## src/inc/ssr_pkg.sv

```systemverilog
// Purpose: shared constants and types of the status reporting block
// Assumes: 16-bit status parts, 8-bit register byte address space
// Notes:   group registers sit at group index * 32 plus field offset
package ssr_pkg;
	localparam int          REG_W        = 16;
	localparam int          NGRP         = 5;
	localparam logic [2:0]  GRP_OPER     = 3'h0;
	localparam logic [2:0]  GRP_QUES     = 3'h1;
	localparam logic [2:0]  GRP_FREQ     = 3'h2;
	localparam logic [2:0]  GRP_LIM      = 3'h3;
	localparam logic [2:0]  GRP_POW      = 3'h4;
	// -----------------------------------------------------------------
	// reset and preset values
	// -----------------------------------------------------------------
	localparam logic [15:0] EN_CLEAR     = 16'h0000;
	localparam logic [15:0] EN_FILL      = 16'hFFFF;
	localparam logic [15:0] PTR_PRESET   = 16'hFFFF;
	localparam logic [15:0] NTR_PRESET   = 16'h0000;
	localparam logic [15:0] PTR_RESET    = 16'hFFFF;
	localparam logic [15:0] NTR_RESET    = 16'h0000;
	localparam logic [15:0] EN_RESET     = 16'h0000;
	// -----------------------------------------------------------------
	// register map
	// -----------------------------------------------------------------
	localparam logic [4:0]  OFS_COND     = 5'h00;
	localparam logic [4:0]  OFS_EVENT    = 5'h04;
	localparam logic [4:0]  OFS_ENABLE   = 5'h08;
	localparam logic [4:0]  OFS_PTR      = 5'h0C;
	localparam logic [4:0]  OFS_NTR      = 5'h10;
	localparam logic [7:0]  ADDR_CTRL    = 8'hA0;
	localparam logic [7:0]  ADDR_QUEUE   = 8'hA4;
	localparam logic [7:0]  ADDR_IRQ_ST  = 8'hA8;
	localparam logic [7:0]  ADDR_IRQ_MSK = 8'hAC;
	localparam logic [7:0]  ADDR_SRE     = 8'hB0;
	localparam logic [7:0]  ADDR_STB     = 8'hB4;
	localparam int          CTRL_PRESET  = 0;
	localparam int          CTRL_GENRST  = 1;
	localparam int          Q_NOERR_BIT  = 16;
	// -----------------------------------------------------------------
	// summary bit positions
	// -----------------------------------------------------------------
	localparam int          QUES_FREQ_BIT = 5;
	localparam int          QUES_LIM_BIT  = 9;
	localparam int          QUES_POW_BIT  = 3;
	localparam int          STB_ERR_BIT  = 2;
	localparam int          STB_QUES_BIT = 3;
	localparam int          STB_MAV_BIT  = 4;
	localparam int          STB_ESB_BIT  = 5;
	localparam int          STB_RQS_BIT  = 6;
	localparam int          STB_OPER_BIT = 7;
	localparam logic [7:0]  STB_SRQ_MASK = 8'hBC;
	localparam int          IRQ_W        = 4;
	localparam int          IRQ_OPER     = 0;
	localparam int          IRQ_QUES     = 1;
	localparam int          IRQ_ERR      = 2;
	localparam int          IRQ_OVF      = 3;
	localparam logic [1:0]  RESP_OKAY    = 2'h0;
	localparam logic [1:0]  RESP_SLVERR  = 2'h2;

	typedef struct packed {
		logic [15:0] en;
		logic [15:0] ptr;
		logic [15:0] ntr;
	} ssr_cfg_s;

	typedef logic signed [15:0] ssr_err_t;
endpackage

```

## src/ssr_top.sv

```systemverilog
// Purpose: status condition/transition/event/enable groups, error queue, AXI4-Lite
// Assumes: condition inputs and error pushes come from logic on aclk
// Notes:   one group module instantiated per status register
//
// Local design decisions: the AXI4-Lite slave port and the register offsets.
`timescale 1ns/1ps

module ssr_group #(
	parameter logic [15:0] PRESET_EN = 16'h0000
) (
	input  wire logic             aclk,
	input  wire logic             aresetn,
	input  wire logic [15:0]      cond_i,
	input  wire logic             en_we,
	input  wire logic             ptr_we,
	input  wire logic             ntr_we,
	input  wire logic [15:0]      wdata,
	input  wire logic [1:0]       wstrb,
	input  wire logic             preset,
	input  wire logic             ev_clr,
	output ssr_pkg::ssr_cfg_s     cfg_q,
	output logic [15:0]           ev_q,
	output logic                  summary_o
);
	import ssr_pkg::*;

	logic [15:0] cond_prev_q;
	logic [15:0] rise;
	logic [15:0] fall;
	logic [15:0] ev_set;

	function automatic logic [15:0] merge(input logic [15:0] old, input logic [15:0] wd,
		input logic [1:0] st);
		merge = {st[1] ? wd[15:8] : old[15:8], st[0] ? wd[7:0] : old[7:0]};
	endfunction

	always_ff @(posedge aclk) begin
		if (!aresetn) begin
			cond_prev_q <= 16'h0000;
		end else begin
			cond_prev_q <= cond_i;
		end
	end

	assign rise   = cond_i & ~cond_prev_q & cfg_q.ptr;
	assign fall   = ~cond_i & cond_prev_q & cfg_q.ntr;
	assign ev_set = rise | fall;

	// a new edge in the clearing read cycle survives the clear
	always_ff @(posedge aclk) begin
		if (!aresetn) begin
			ev_q <= 16'h0000;
		end else begin
			ev_q <= (ev_clr ? 16'h0000 : ev_q) | ev_set;
		end
	end

	always_ff @(posedge aclk) begin
		if (!aresetn) begin
			cfg_q.en  <= EN_RESET;
			cfg_q.ptr <= PTR_RESET;
			cfg_q.ntr <= NTR_RESET;
		end else if (preset) begin
			cfg_q.ptr <= PTR_PRESET;
			cfg_q.ntr <= NTR_PRESET;
			cfg_q.en  <= PRESET_EN;
		end else begin
			if (en_we) begin
				cfg_q.en <= merge(cfg_q.en, wdata, wstrb);
			end
			if (ptr_we) begin
				cfg_q.ptr <= merge(cfg_q.ptr, wdata, wstrb);
			end
			if (ntr_we) begin
				cfg_q.ntr <= merge(cfg_q.ntr, wdata, wstrb);
			end
		end
	end

	assign summary_o = |(ev_q & cfg_q.en);
endmodule

// Operation
// - status preset loads every positive transition filter with all ones.
// - status preset clears every negative transition filter.
// - status preset clears operation and questionable enable masks.
// - general instrument reset leaves all status registers untouched.
// - queue read returns oldest entry and removes it.
// - empty queue read returns code zero with no-error flag, stays empty.
// - positive codes are instrument errors, negative ones language-standard errors.
// - reading an event part returns it and clears it.
// - reading a condition part returns live bits, event unchanged.
// - enabled event becoming true raises the summary bit.
// - set positive filter bit makes a 0-to-1 condition change set event.
// - set negative filter bit makes a 1-to-0 condition change set event.
// - masks and filters are 16 bits, any value accepted.
// - operation condition bits show calibration state.
// - questionable conditions show oscillators, overload, limit checks and margins.
// - status behaviour is the same in every operating mode.
// - service request when status byte bits 2,3,4,5,7 set and enabled.
module ssr_top #(
	parameter int ADDR_W = 8,
	parameter int QDEPTH = 16
) (
	input  wire logic              aclk,
	input  wire logic              aresetn,
	input  wire logic [ADDR_W-1:0] s_axi_awaddr,
	input  wire logic [2:0]        s_axi_awprot,
	input  wire logic              s_axi_awvalid,
	output logic                   s_axi_awready,
	input  wire logic [31:0]       s_axi_wdata,
	input  wire logic [3:0]        s_axi_wstrb,
	input  wire logic              s_axi_wvalid,
	output logic                   s_axi_wready,
	output logic [1:0]             s_axi_bresp,
	output logic                   s_axi_bvalid,
	input  wire logic              s_axi_bready,
	input  wire logic [ADDR_W-1:0] s_axi_araddr,
	input  wire logic [2:0]        s_axi_arprot,
	input  wire logic              s_axi_arvalid,
	output logic                   s_axi_arready,
	output logic [31:0]            s_axi_rdata,
	output logic [1:0]             s_axi_rresp,
	output logic                   s_axi_rvalid,
	input  wire logic              s_axi_rready,
	input  wire logic [15:0]       oper_cond_i,
	input  wire logic [15:0]       ques_cond_i,
	input  wire logic [15:0]       freq_cond_i,
	input  wire logic [15:0]       lim_cond_i,
	input  wire logic [15:0]       pow_cond_i,
	input  wire logic              err_push_i,
	input  ssr_pkg::ssr_err_t      err_code_i,
	input  wire logic              mav_i,
	input  wire logic              esb_i,
	output logic                   srq_o,
	output logic                   irq_o,
	output logic                   gen_reset_o
);
	import ssr_pkg::*;

	localparam int PW = $clog2(QDEPTH);

	logic [ADDR_W-1:0] awaddr_q;
	logic [31:0]       wdata_q;
	logic [3:0]        wstrb_q;
	logic              aw_have_q;
	logic              w_have_q;
	logic              wr_go;
	logic              wr_map;
	logic [7:0]        wa;
	logic              w_ingrp;
	logic              rd_go;
	logic [7:0]        ra;
	logic              r_ingrp;
	logic [31:0]       rd_data;
	logic              rd_map;
	logic              preset;
	ssr_cfg_s          cfg_a [NGRP];
	logic [15:0]       ev_a [NGRP];
	logic [15:0]       cond_a [NGRP];
	logic [NGRP-1:0]   sum_v;
	logic [NGRP-1:0]   en_we;
	logic [NGRP-1:0]   ptr_we;
	logic [NGRP-1:0]   ntr_we;
	logic [NGRP-1:0]   ev_clr;
	ssr_err_t          qmem [QDEPTH];
	logic [PW-1:0]     wptr_q;
	logic [PW-1:0]     rptr_q;
	logic [PW:0]       cnt_q;
	logic              q_empty;
	logic              q_full;
	logic              q_pop;
	logic              q_push;
	logic              q_ovf;
	logic [7:0]        sre_q;
	logic [7:0]        stb;
	logic [1:0]        sum_prev_q;
	logic [IRQ_W-1:0]  irq_st_q;
	logic [IRQ_W-1:0]  irq_msk_q;
	logic [IRQ_W-1:0]  irq_set;
	logic [IRQ_W-1:0]  irq_clr;

	// -----------------------------------------------------------------
	// write channel: address and data taken in either order
	// -----------------------------------------------------------------
	assign s_axi_awready = !aw_have_q;
	assign s_axi_wready  = !w_have_q;
	assign wr_go         = aw_have_q && w_have_q && !s_axi_bvalid;
	assign wa            = 8'(awaddr_q);
	assign w_ingrp       = (wa[7:5] < 3'(NGRP)) && (wa[4:0] >= OFS_ENABLE)
		&& (wa[4:0] <= OFS_NTR) && (wa[1:0] == 2'h0);
	assign wr_map        = w_ingrp || (wa == ADDR_CTRL) || (wa == ADDR_IRQ_ST)
		|| (wa == ADDR_IRQ_MSK) || (wa == ADDR_SRE);

	always_ff @(posedge aclk) begin
		if (!aresetn) begin
			aw_have_q <= 1'b0;
			w_have_q  <= 1'b0;
			awaddr_q  <= '0;
			wdata_q   <= 32'h0000_0000;
			wstrb_q   <= 4'h0;
		end else if (wr_go) begin
			aw_have_q <= 1'b0;
			w_have_q  <= 1'b0;
		end else begin
			if (s_axi_awvalid && s_axi_awready) begin
				aw_have_q <= 1'b1;
				awaddr_q  <= s_axi_awaddr;
			end
			if (s_axi_wvalid && s_axi_wready) begin
				w_have_q <= 1'b1;
				wdata_q  <= s_axi_wdata;
				wstrb_q  <= s_axi_wstrb;
			end
		end
	end

	always_ff @(posedge aclk) begin
		if (!aresetn) begin
			s_axi_bvalid <= 1'b0;
			s_axi_bresp  <= RESP_OKAY;
		end else if (wr_go) begin
			s_axi_bvalid <= 1'b1;
			s_axi_bresp  <= wr_map ? RESP_OKAY : RESP_SLVERR;
		end else if (s_axi_bready) begin
			s_axi_bvalid <= 1'b0;
		end
	end

	// general reset only leaves the block as a pulse; status is not touched
	assign preset = wr_go && (wa == ADDR_CTRL) && wstrb_q[0] && wdata_q[CTRL_PRESET];

	always_ff @(posedge aclk) begin
		if (!aresetn) begin
			gen_reset_o <= 1'b0;
		end else begin
			gen_reset_o <= wr_go && (wa == ADDR_CTRL) && wstrb_q[0]
				&& wdata_q[CTRL_GENRST];
		end
	end

	// -----------------------------------------------------------------
	// status groups
	// -----------------------------------------------------------------
	// no operating mode input exists, so behaviour cannot depend on one
	always_comb begin
		cond_a[GRP_OPER] = oper_cond_i;
		cond_a[GRP_QUES] = ques_cond_i;
		cond_a[GRP_QUES][QUES_FREQ_BIT] = sum_v[GRP_FREQ];
		cond_a[GRP_QUES][QUES_LIM_BIT]  = sum_v[GRP_LIM];
		cond_a[GRP_QUES][QUES_POW_BIT]  = sum_v[GRP_POW];
		cond_a[GRP_FREQ] = freq_cond_i;
		cond_a[GRP_LIM]  = lim_cond_i;
		cond_a[GRP_POW]  = pow_cond_i;
	end

	for (genvar g = 0; g < NGRP; g++) begin : g_grp
		assign en_we[g]  = wr_go && w_ingrp && (wa[7:5] == 3'(g)) && (wa[4:0] == OFS_ENABLE);
		assign ptr_we[g] = wr_go && w_ingrp && (wa[7:5] == 3'(g)) && (wa[4:0] == OFS_PTR);
		assign ntr_we[g] = wr_go && w_ingrp && (wa[7:5] == 3'(g)) && (wa[4:0] == OFS_NTR);
		assign ev_clr[g] = rd_go && r_ingrp && (ra[7:5] == 3'(g)) && (ra[4:0] == OFS_EVENT);
		ssr_group #(
			.PRESET_EN ((g == GRP_OPER || g == GRP_QUES) ? EN_CLEAR : EN_FILL)
		) u_grp (
			.aclk      (aclk),
			.aresetn   (aresetn),
			.cond_i    (cond_a[g]),
			.en_we     (en_we[g]),
			.ptr_we    (ptr_we[g]),
			.ntr_we    (ntr_we[g]),
			.wdata     (wdata_q[15:0]),
			.wstrb     (wstrb_q[1:0]),
			.preset    (preset),
			.ev_clr    (ev_clr[g]),
			.cfg_q     (cfg_a[g]),
			.ev_q      (ev_a[g]),
			.summary_o (sum_v[g])
		);
	end

	// -----------------------------------------------------------------
	// error queue
	// -----------------------------------------------------------------
	// a push into a full queue is dropped unless a queue read pops in the same cycle; the overflow flag reports it
	assign q_empty = (cnt_q == '0);
	assign q_full  = (cnt_q == (PW+1)'(QDEPTH));
	assign q_pop   = rd_go && (ra == ADDR_QUEUE) && !q_empty;
	assign q_push  = err_push_i && (!q_full || q_pop);
	assign q_ovf   = err_push_i && q_full && !q_pop;

	always_ff @(posedge aclk) begin
		if (q_push) begin
			qmem[wptr_q] <= err_code_i;
		end
	end

	always_ff @(posedge aclk) begin
		if (!aresetn) begin
			wptr_q <= '0;
			rptr_q <= '0;
			cnt_q  <= '0;
		end else begin
			if (q_push) begin
				wptr_q <= wptr_q + 1'b1;
			end
			if (q_pop) begin
				rptr_q <= rptr_q + 1'b1;
			end
			if (q_push && !q_pop) begin
				cnt_q <= cnt_q + 1'b1;
			end else if (q_pop && !q_push) begin
				cnt_q <= cnt_q - 1'b1;
			end
		end
	end

	// -----------------------------------------------------------------
	// read channel
	// -----------------------------------------------------------------
	assign s_axi_arready = !s_axi_rvalid;
	assign rd_go         = s_axi_arvalid && s_axi_arready;
	assign ra            = 8'(s_axi_araddr);
	assign r_ingrp       = (ra[7:5] < 3'(NGRP)) && (ra[4:0] <= OFS_NTR) && (ra[1:0] == 2'h0);

	always_comb begin
		rd_data = 32'h0000_0000;
		rd_map  = 1'b1;
		if (r_ingrp) begin
			case (ra[4:0])
				OFS_COND:   rd_data[15:0] = cond_a[ra[7:5]];
				OFS_EVENT:  rd_data[15:0] = ev_a[ra[7:5]];
				OFS_ENABLE: rd_data[15:0] = cfg_a[ra[7:5]].en;
				OFS_PTR:    rd_data[15:0] = cfg_a[ra[7:5]].ptr;
				OFS_NTR:    rd_data[15:0] = cfg_a[ra[7:5]].ntr;
				default:    rd_map = 1'b0;
			endcase
		end else begin
			case (ra)
				ADDR_CTRL:    rd_data = 32'h0000_0000;
				ADDR_QUEUE: begin
					if (q_empty) begin
						rd_data[Q_NOERR_BIT] = 1'b1;
					end else begin
						rd_data[15:0] = qmem[rptr_q];
					end
				end
				ADDR_IRQ_ST:  rd_data[IRQ_W-1:0] = irq_st_q;
				ADDR_IRQ_MSK: rd_data[IRQ_W-1:0] = irq_msk_q;
				ADDR_SRE:     rd_data[7:0] = sre_q;
				ADDR_STB:     rd_data[7:0] = stb;
				default:      rd_map = 1'b0;
			endcase
		end
	end

	always_ff @(posedge aclk) begin
		if (!aresetn) begin
			s_axi_rvalid <= 1'b0;
			s_axi_rdata  <= 32'h0000_0000;
			s_axi_rresp  <= RESP_OKAY;
		end else if (rd_go) begin
			s_axi_rvalid <= 1'b1;
			s_axi_rdata  <= rd_data;
			s_axi_rresp  <= rd_map ? RESP_OKAY : RESP_SLVERR;
		end else if (s_axi_rready) begin
			s_axi_rvalid <= 1'b0;
		end
	end

	// -----------------------------------------------------------------
	// status byte, service request, interrupt
	// -----------------------------------------------------------------
	always_comb begin
		stb               = 8'h00;
		stb[STB_ERR_BIT]  = !q_empty;
		stb[STB_QUES_BIT] = sum_v[GRP_QUES];
		stb[STB_MAV_BIT]  = mav_i;
		stb[STB_ESB_BIT]  = esb_i;
		stb[STB_RQS_BIT]  = srq_o;
		stb[STB_OPER_BIT] = sum_v[GRP_OPER];
	end

	assign irq_set[IRQ_OPER] = sum_v[GRP_OPER] && !sum_prev_q[0];
	assign irq_set[IRQ_QUES] = sum_v[GRP_QUES] && !sum_prev_q[1];
	assign irq_set[IRQ_ERR]  = q_push;
	assign irq_set[IRQ_OVF]  = q_ovf;
	assign irq_clr = (wr_go && (wa == ADDR_IRQ_ST) && wstrb_q[0]) ?
		wdata_q[IRQ_W-1:0] : '0;

	always_ff @(posedge aclk) begin
		if (!aresetn) begin
			sre_q      <= 8'h00;
			irq_msk_q  <= '0;
			irq_st_q   <= '0;
			sum_prev_q <= 2'h0;
			srq_o      <= 1'b0;
			irq_o      <= 1'b0;
		end else begin
			if (wr_go && (wa == ADDR_SRE) && wstrb_q[0]) begin
				sre_q <= wdata_q[7:0];
			end
			if (wr_go && (wa == ADDR_IRQ_MSK) && wstrb_q[0]) begin
				irq_msk_q <= wdata_q[IRQ_W-1:0];
			end
			irq_st_q   <= (irq_st_q & ~irq_clr) | irq_set;
			sum_prev_q <= {sum_v[GRP_QUES], sum_v[GRP_OPER]};
			srq_o      <= |(stb & sre_q & STB_SRQ_MASK);
			irq_o      <= |(irq_st_q & irq_msk_q);
		end
	end

	logic [NGRP*48-1:0] cfg_all;
	always_comb begin
		cfg_all = '0;
		for (int i = 0; i < NGRP; i++) begin
			cfg_all[i*48 +: 48] = cfg_a[i];
		end
	end
endmodule
```

## config.mk

```make
export PLATFORM = sky130hd
export DESIGN_NAME = ssr_top
export DESIGN_NICKNAME = d
export VERILOG_FILES = /design/src/inc/ssr_pkg.sv /design/src/ssr_top.sv
export SDC_FILE = /design/constraint.sdc
export NUM_CORES = 1
export LEC_CHECK = 0
export ABC_AREA = 1
export ABC_CLOCK_PERIOD_IN_PS = 5900
export BUFFER_PORTS_ARGS = -buffer_cell sky130_fd_sc_hd__buf_4
export CELL_PAD_IN_SITES_DETAIL_PLACEMENT = 1
export CELL_PAD_IN_SITES_GLOBAL_PLACEMENT = 1
export CORE_UTILIZATION = 48
export CTS_BUF_LIST = sky130_fd_sc_hd__clkbuf_16
export DETAILED_ROUTE_END_ITERATION = 8
export PLACE_DENSITY_LB_ADDON = 0.2
export SLEW_MARGIN = 5
export SYNTH_ARGS = -nofsm -noshare
export SYNTH_HDL_FRONTEND = slang
export SYNTH_HIERARCHICAL = 1
export SYNTH_SLANG_ARGS = --single-unit
```

## constraint.sdc

```tcl
create_clock -name aclk -period 5.9 [get_ports aclk]
set_clock_uncertainty 0.2 [all_clocks]
set_input_delay 0.295 -clock aclk [delete_from_list [all_inputs] [get_ports aclk]]
set_output_delay 0.295 -clock aclk [all_outputs]
set_load 0.02 [all_outputs]
```

==> impl_metrics.py <==
metrics = {
    "run_status": {
        "run_status": "completed",
    },
    "global_routing": {
        "antenna_found_initial": 1,
        "grt_pass1_vias": 34600,
        "overflow": 0,
        "grt_pass1_wl_um": 207000,
        "grt_max_degree": 89,
        "grt_use_total_pct": 37.6,
    },
    "cells_and_area": {
        "mostFrequentLayoutCell": "nand2_1",
        "drive_above_1_share_pct": 7.72,
        "layout_common_cells": "1640 x nand2_1, 556 x nor2_1, 486 x dfxtp_1",
        "layout.filler_cells": 8891,
        "areaGrowthSynthToFinish_pct": 16.4,
        "fin_area_um2": 39900,
        "fin_nets": 5094,
        "n_antenna_cell": 0,
    },
    "power_and_ir_drop": {
        "p_leak_nw": 18.5,
        "vdd_drop_max_uv": 197,
        "pwr_density_cell_nw_per_um2": 290,
    },
    "routing": {
        "wl_per_cell_um": 23.4,
        "totalWireLength_um": 138000,
        "drtIter0Drc": 2448,
        "drc": 0,
        "vias": 33500,
        "dr.pass1.iters": 5,
        "drtAntennaViolNets": 0,
        "routed_via_density": 5.66,
    },
    "sta": {
        "tightest_slew_ns": 1.22,
        "finalHoldViolCount": 0,
        "slew_headroom_pct": 18.4,
        "tns_ns": 0,
        "rsz0062_at_grt": "no",
        "fin_crit_ns": 4.22,
        "fin_crit_sh_pct": 71.5,
        "max_freq_mhz": 237,
        "final-setup-viol-count": 0,
        "finalMaxSlewViolations": 0,
    },
    "logic_synthesis": {
        "synth-edff-count": 256,
        "synthFlopType": "dfxtp_1",
        "syn-instance-count": 4699,
        "muxShareOfSynthArea_pct": 0,
        "synth-seq-cells": 743,
        "synth-xor-area-share_pct": 0.0767,
        "synth_compound_area_share_pct": 7.60,
        "synth_top_family_by_area": "simple AND/OR/NAND/NOR gates",
        "ys_types": 38,
        "synth_fa_ha_area_share_pct": 0.424,
        "synth-simple-area-share_pct": 32.6,
        "netlist_area_um2": 34300,
        "ys_async_sr_fraction_pct": 0,
        "ys_warn_count": 6,
        "syn_avg_cell_area_um2": 7.29,
        "ys_seq_area_share_pct": 50.9,
    },
    "worst_setup_path": {
        "cp-start-kind": "flop",
        "cp-end-kind": "flop",
        "crit_required_ns": 6.27,
        "crit_family": "simple AND/OR/NAND/NOR gates",
        "path_cells": "nor2_1 > inv_1 > nor3_2 > nand2_1 > nand2_1 > o2111ai_1 > nor2_2 > nand4_1 > nor2_1 > nand2_1 > inv_1 > nor2_1 > nor2_1",
        "cpPeakStageDelay_ns": 0.55,
        "critical_path_class": "flop to flop",
        "slowest_stage": "inv_1",
        "path_buf_inv": 2,
        "worst-path-max-fanout": 9,
        "crit_top_cell": "nor2_1",
        "worstPathArrival_ns": 4.59,
    },
    "clock_tree": {
        "cts.path.max_buffers": 3,
        "htreeDepth": 3,
        "clock-sinks": 743,
        "cts_tree": "done",
        "post-cts-setup-buffers": 0,
        "root_buffer": "clkbuf_16",
        "clk_pin_slew_worst_paths_ns": 0.07,
        "cts_made_buffers": 82,
        "clk_latency_ns": 0.64,
    },
    "floorplan": {
        "die-area_um2": 72500,
        "rows": 97,
        "fp.coreArea_um2": 70400,
        "start_util_pct": 48.7,
        "die_x_um": 269,
        "dieHeight_um": 269,
        "pin_count": 208,
    },
    "placement": {
        "gp_congestion": 0.958,
        "hpwl_um": 91300,
        "portBuffers": 163,
        "place_area_um2": 36000,
    },
    "worst_hold_path": {
        "worstHoldPathType": "input port to flop",
    },
    "flow_run": {
        "drv_cap": 0,
    },
}
==> routing by layer <==
layer  GRT usage (%)  up-vias  share of wire [%]
li1                -    15400                  -
met1            43.3    16400                 37
met2            63.6     1333                 48
met3            4.70      456                6.3
met4            29.0        0                8.3
met5               0        -                  0
==> where the power goes <==
group | internal, mW | total [mW] | leakage, nW | switching, mW
clock network | 2.86 | 5.03 | 1.33 | 2.18
logic | 0.300 | 0.929 | 10.8 | 0.629
registers | 5.42 | 5.59 | 6.29 | 0.171
total | 8.57 | 11.6 | 18.5 | 2.98
==> kinds of logic after synthesis <==
| family | after synthesis |
|---|---|
| AND/OR/NAND/NOR | 2754 |
| flip-flops | 743 |
| buffers and inverters | 683 |
| AO/OA/AOI/OAI | 504 |
| adder cells (fa/ha/maj) | 11 |
| XOR/XNOR | 3 |
| other | 1 |
==> tightest hold or removal path, cell delays in order <==
cell     delay [ns]
buf_4          0.13
nand3_1        0.15
nor2_1         0.10
nand3_1        0.11
a21oi_1        0.07
==> final cells by class <==
cell class                      count  area (um2)  area share (%)
Clock buffer                       85        2130            5.33
Clock inverter                     64         438            1.10
Tap cell                          940        1180            2.95
Multi-Input combinational cell   3289       14100            35.3
Inverter                          465        1750            4.40
Sequential cell                   743       17400            43.7
Timing Repair Buffer              338        2880            7.22
==> final timing paths <==
kind,from,end,slack [ns],depth (start not counted)
setup / recovery,awaddr_q[0],g_grp[0].u_grp/cfg_q[7],1.68,13
hold / removal,s_axi_araddr[2],s_axi_rdata[16],0.07,5
setup reg to reg,awaddr_q[0],g_grp[0].u_grp/cfg_q[7],1.68,13
hold reg to reg,sum_prev_q[1],irq_st_q[1],0.24,1
==> flip-flops by register name (all words and copies together), names as in the netlist, 2 cells and up, named ones only <==
register / flops
rptr_q: 4
wdata_q: 16
sum_prev_q: 2
g_grp.u_grp/cond_prev_q: 80
g_grp.u_grp/cfg_q: 240
s_axi_rdata: 17
wstrb_q: 2
irq_msk_q: 4
qmem: 256
awaddr_q: 8
sre_q: 8
g_grp.u_grp/ev_q: 80
irq_st_q: 4
cnt_q: 5
wptr_q: 4
==> Yosys cell counts, types with 2 or more instances <==
cell / n / share of area [%]
nand4_1: 50 / 0.91
buf_6: 9 / 0.30
nor3_2: 4 / 0.12
inv_4: 3 / 0.055
buf_1: 13 / 0.14
inv_2: 15 / 0.16
nand3_1: 456 / 6.7
nand2_1: 1640 / 18
o211ai_1: 22 / 0.48
xor2_1: 2 / 0.051
clkbuf_1: 72 / 0.79
clkinv_1: 4 / 0.044
buf_2: 89 / 1.3
nor2_4: 7 / 0.23
edfxtp_1: 256 / 22
o21ai_1: 48 / 0.70
inv_1: 443 / 4.9
o22ai_1: 3 / 0.055
buf_4: 35 / 0.77
nand3_2: 2 / 0.058
a21oi_1: 135 / 2.0
nand2_2: 9 / 0.16
o21ai_0: 289 / 4.2
nor3_1: 4 / 0.058
dfxtp_1: 487 / 28
nor2_1: 574 / 6.3
ha_1: 10 / 0.37
o211a_1: 2 / 0.058
nor2_2: 7 / 0.13
==> repair_timing <==
action,in CTS,in global routing
hold buffers,128,0
hold endpoints to repair,449,0
endpoints found under the setup margin,0,0
resized for setup,0,0
==> stage by stage <==
step	utilization, %	setup slack [ns]	power, mW	hold slack, ns	instances
2_1_floorplan	-	2.90	6.09	0.188	4715
3_3_place_gp	51.2	2.33	6.47	0.211	5647
3_5_place_dp	51.2	2.17	6.51	0.226	5647
4_1_cts	56.7	2.05	11.5	0.0327	5924
5_1_grt	56.7	1.61	11.8	0.0861	5924
6_report	56.7	1.68	11.6	0.0699	5924
(Power assumes the default switching activity.)
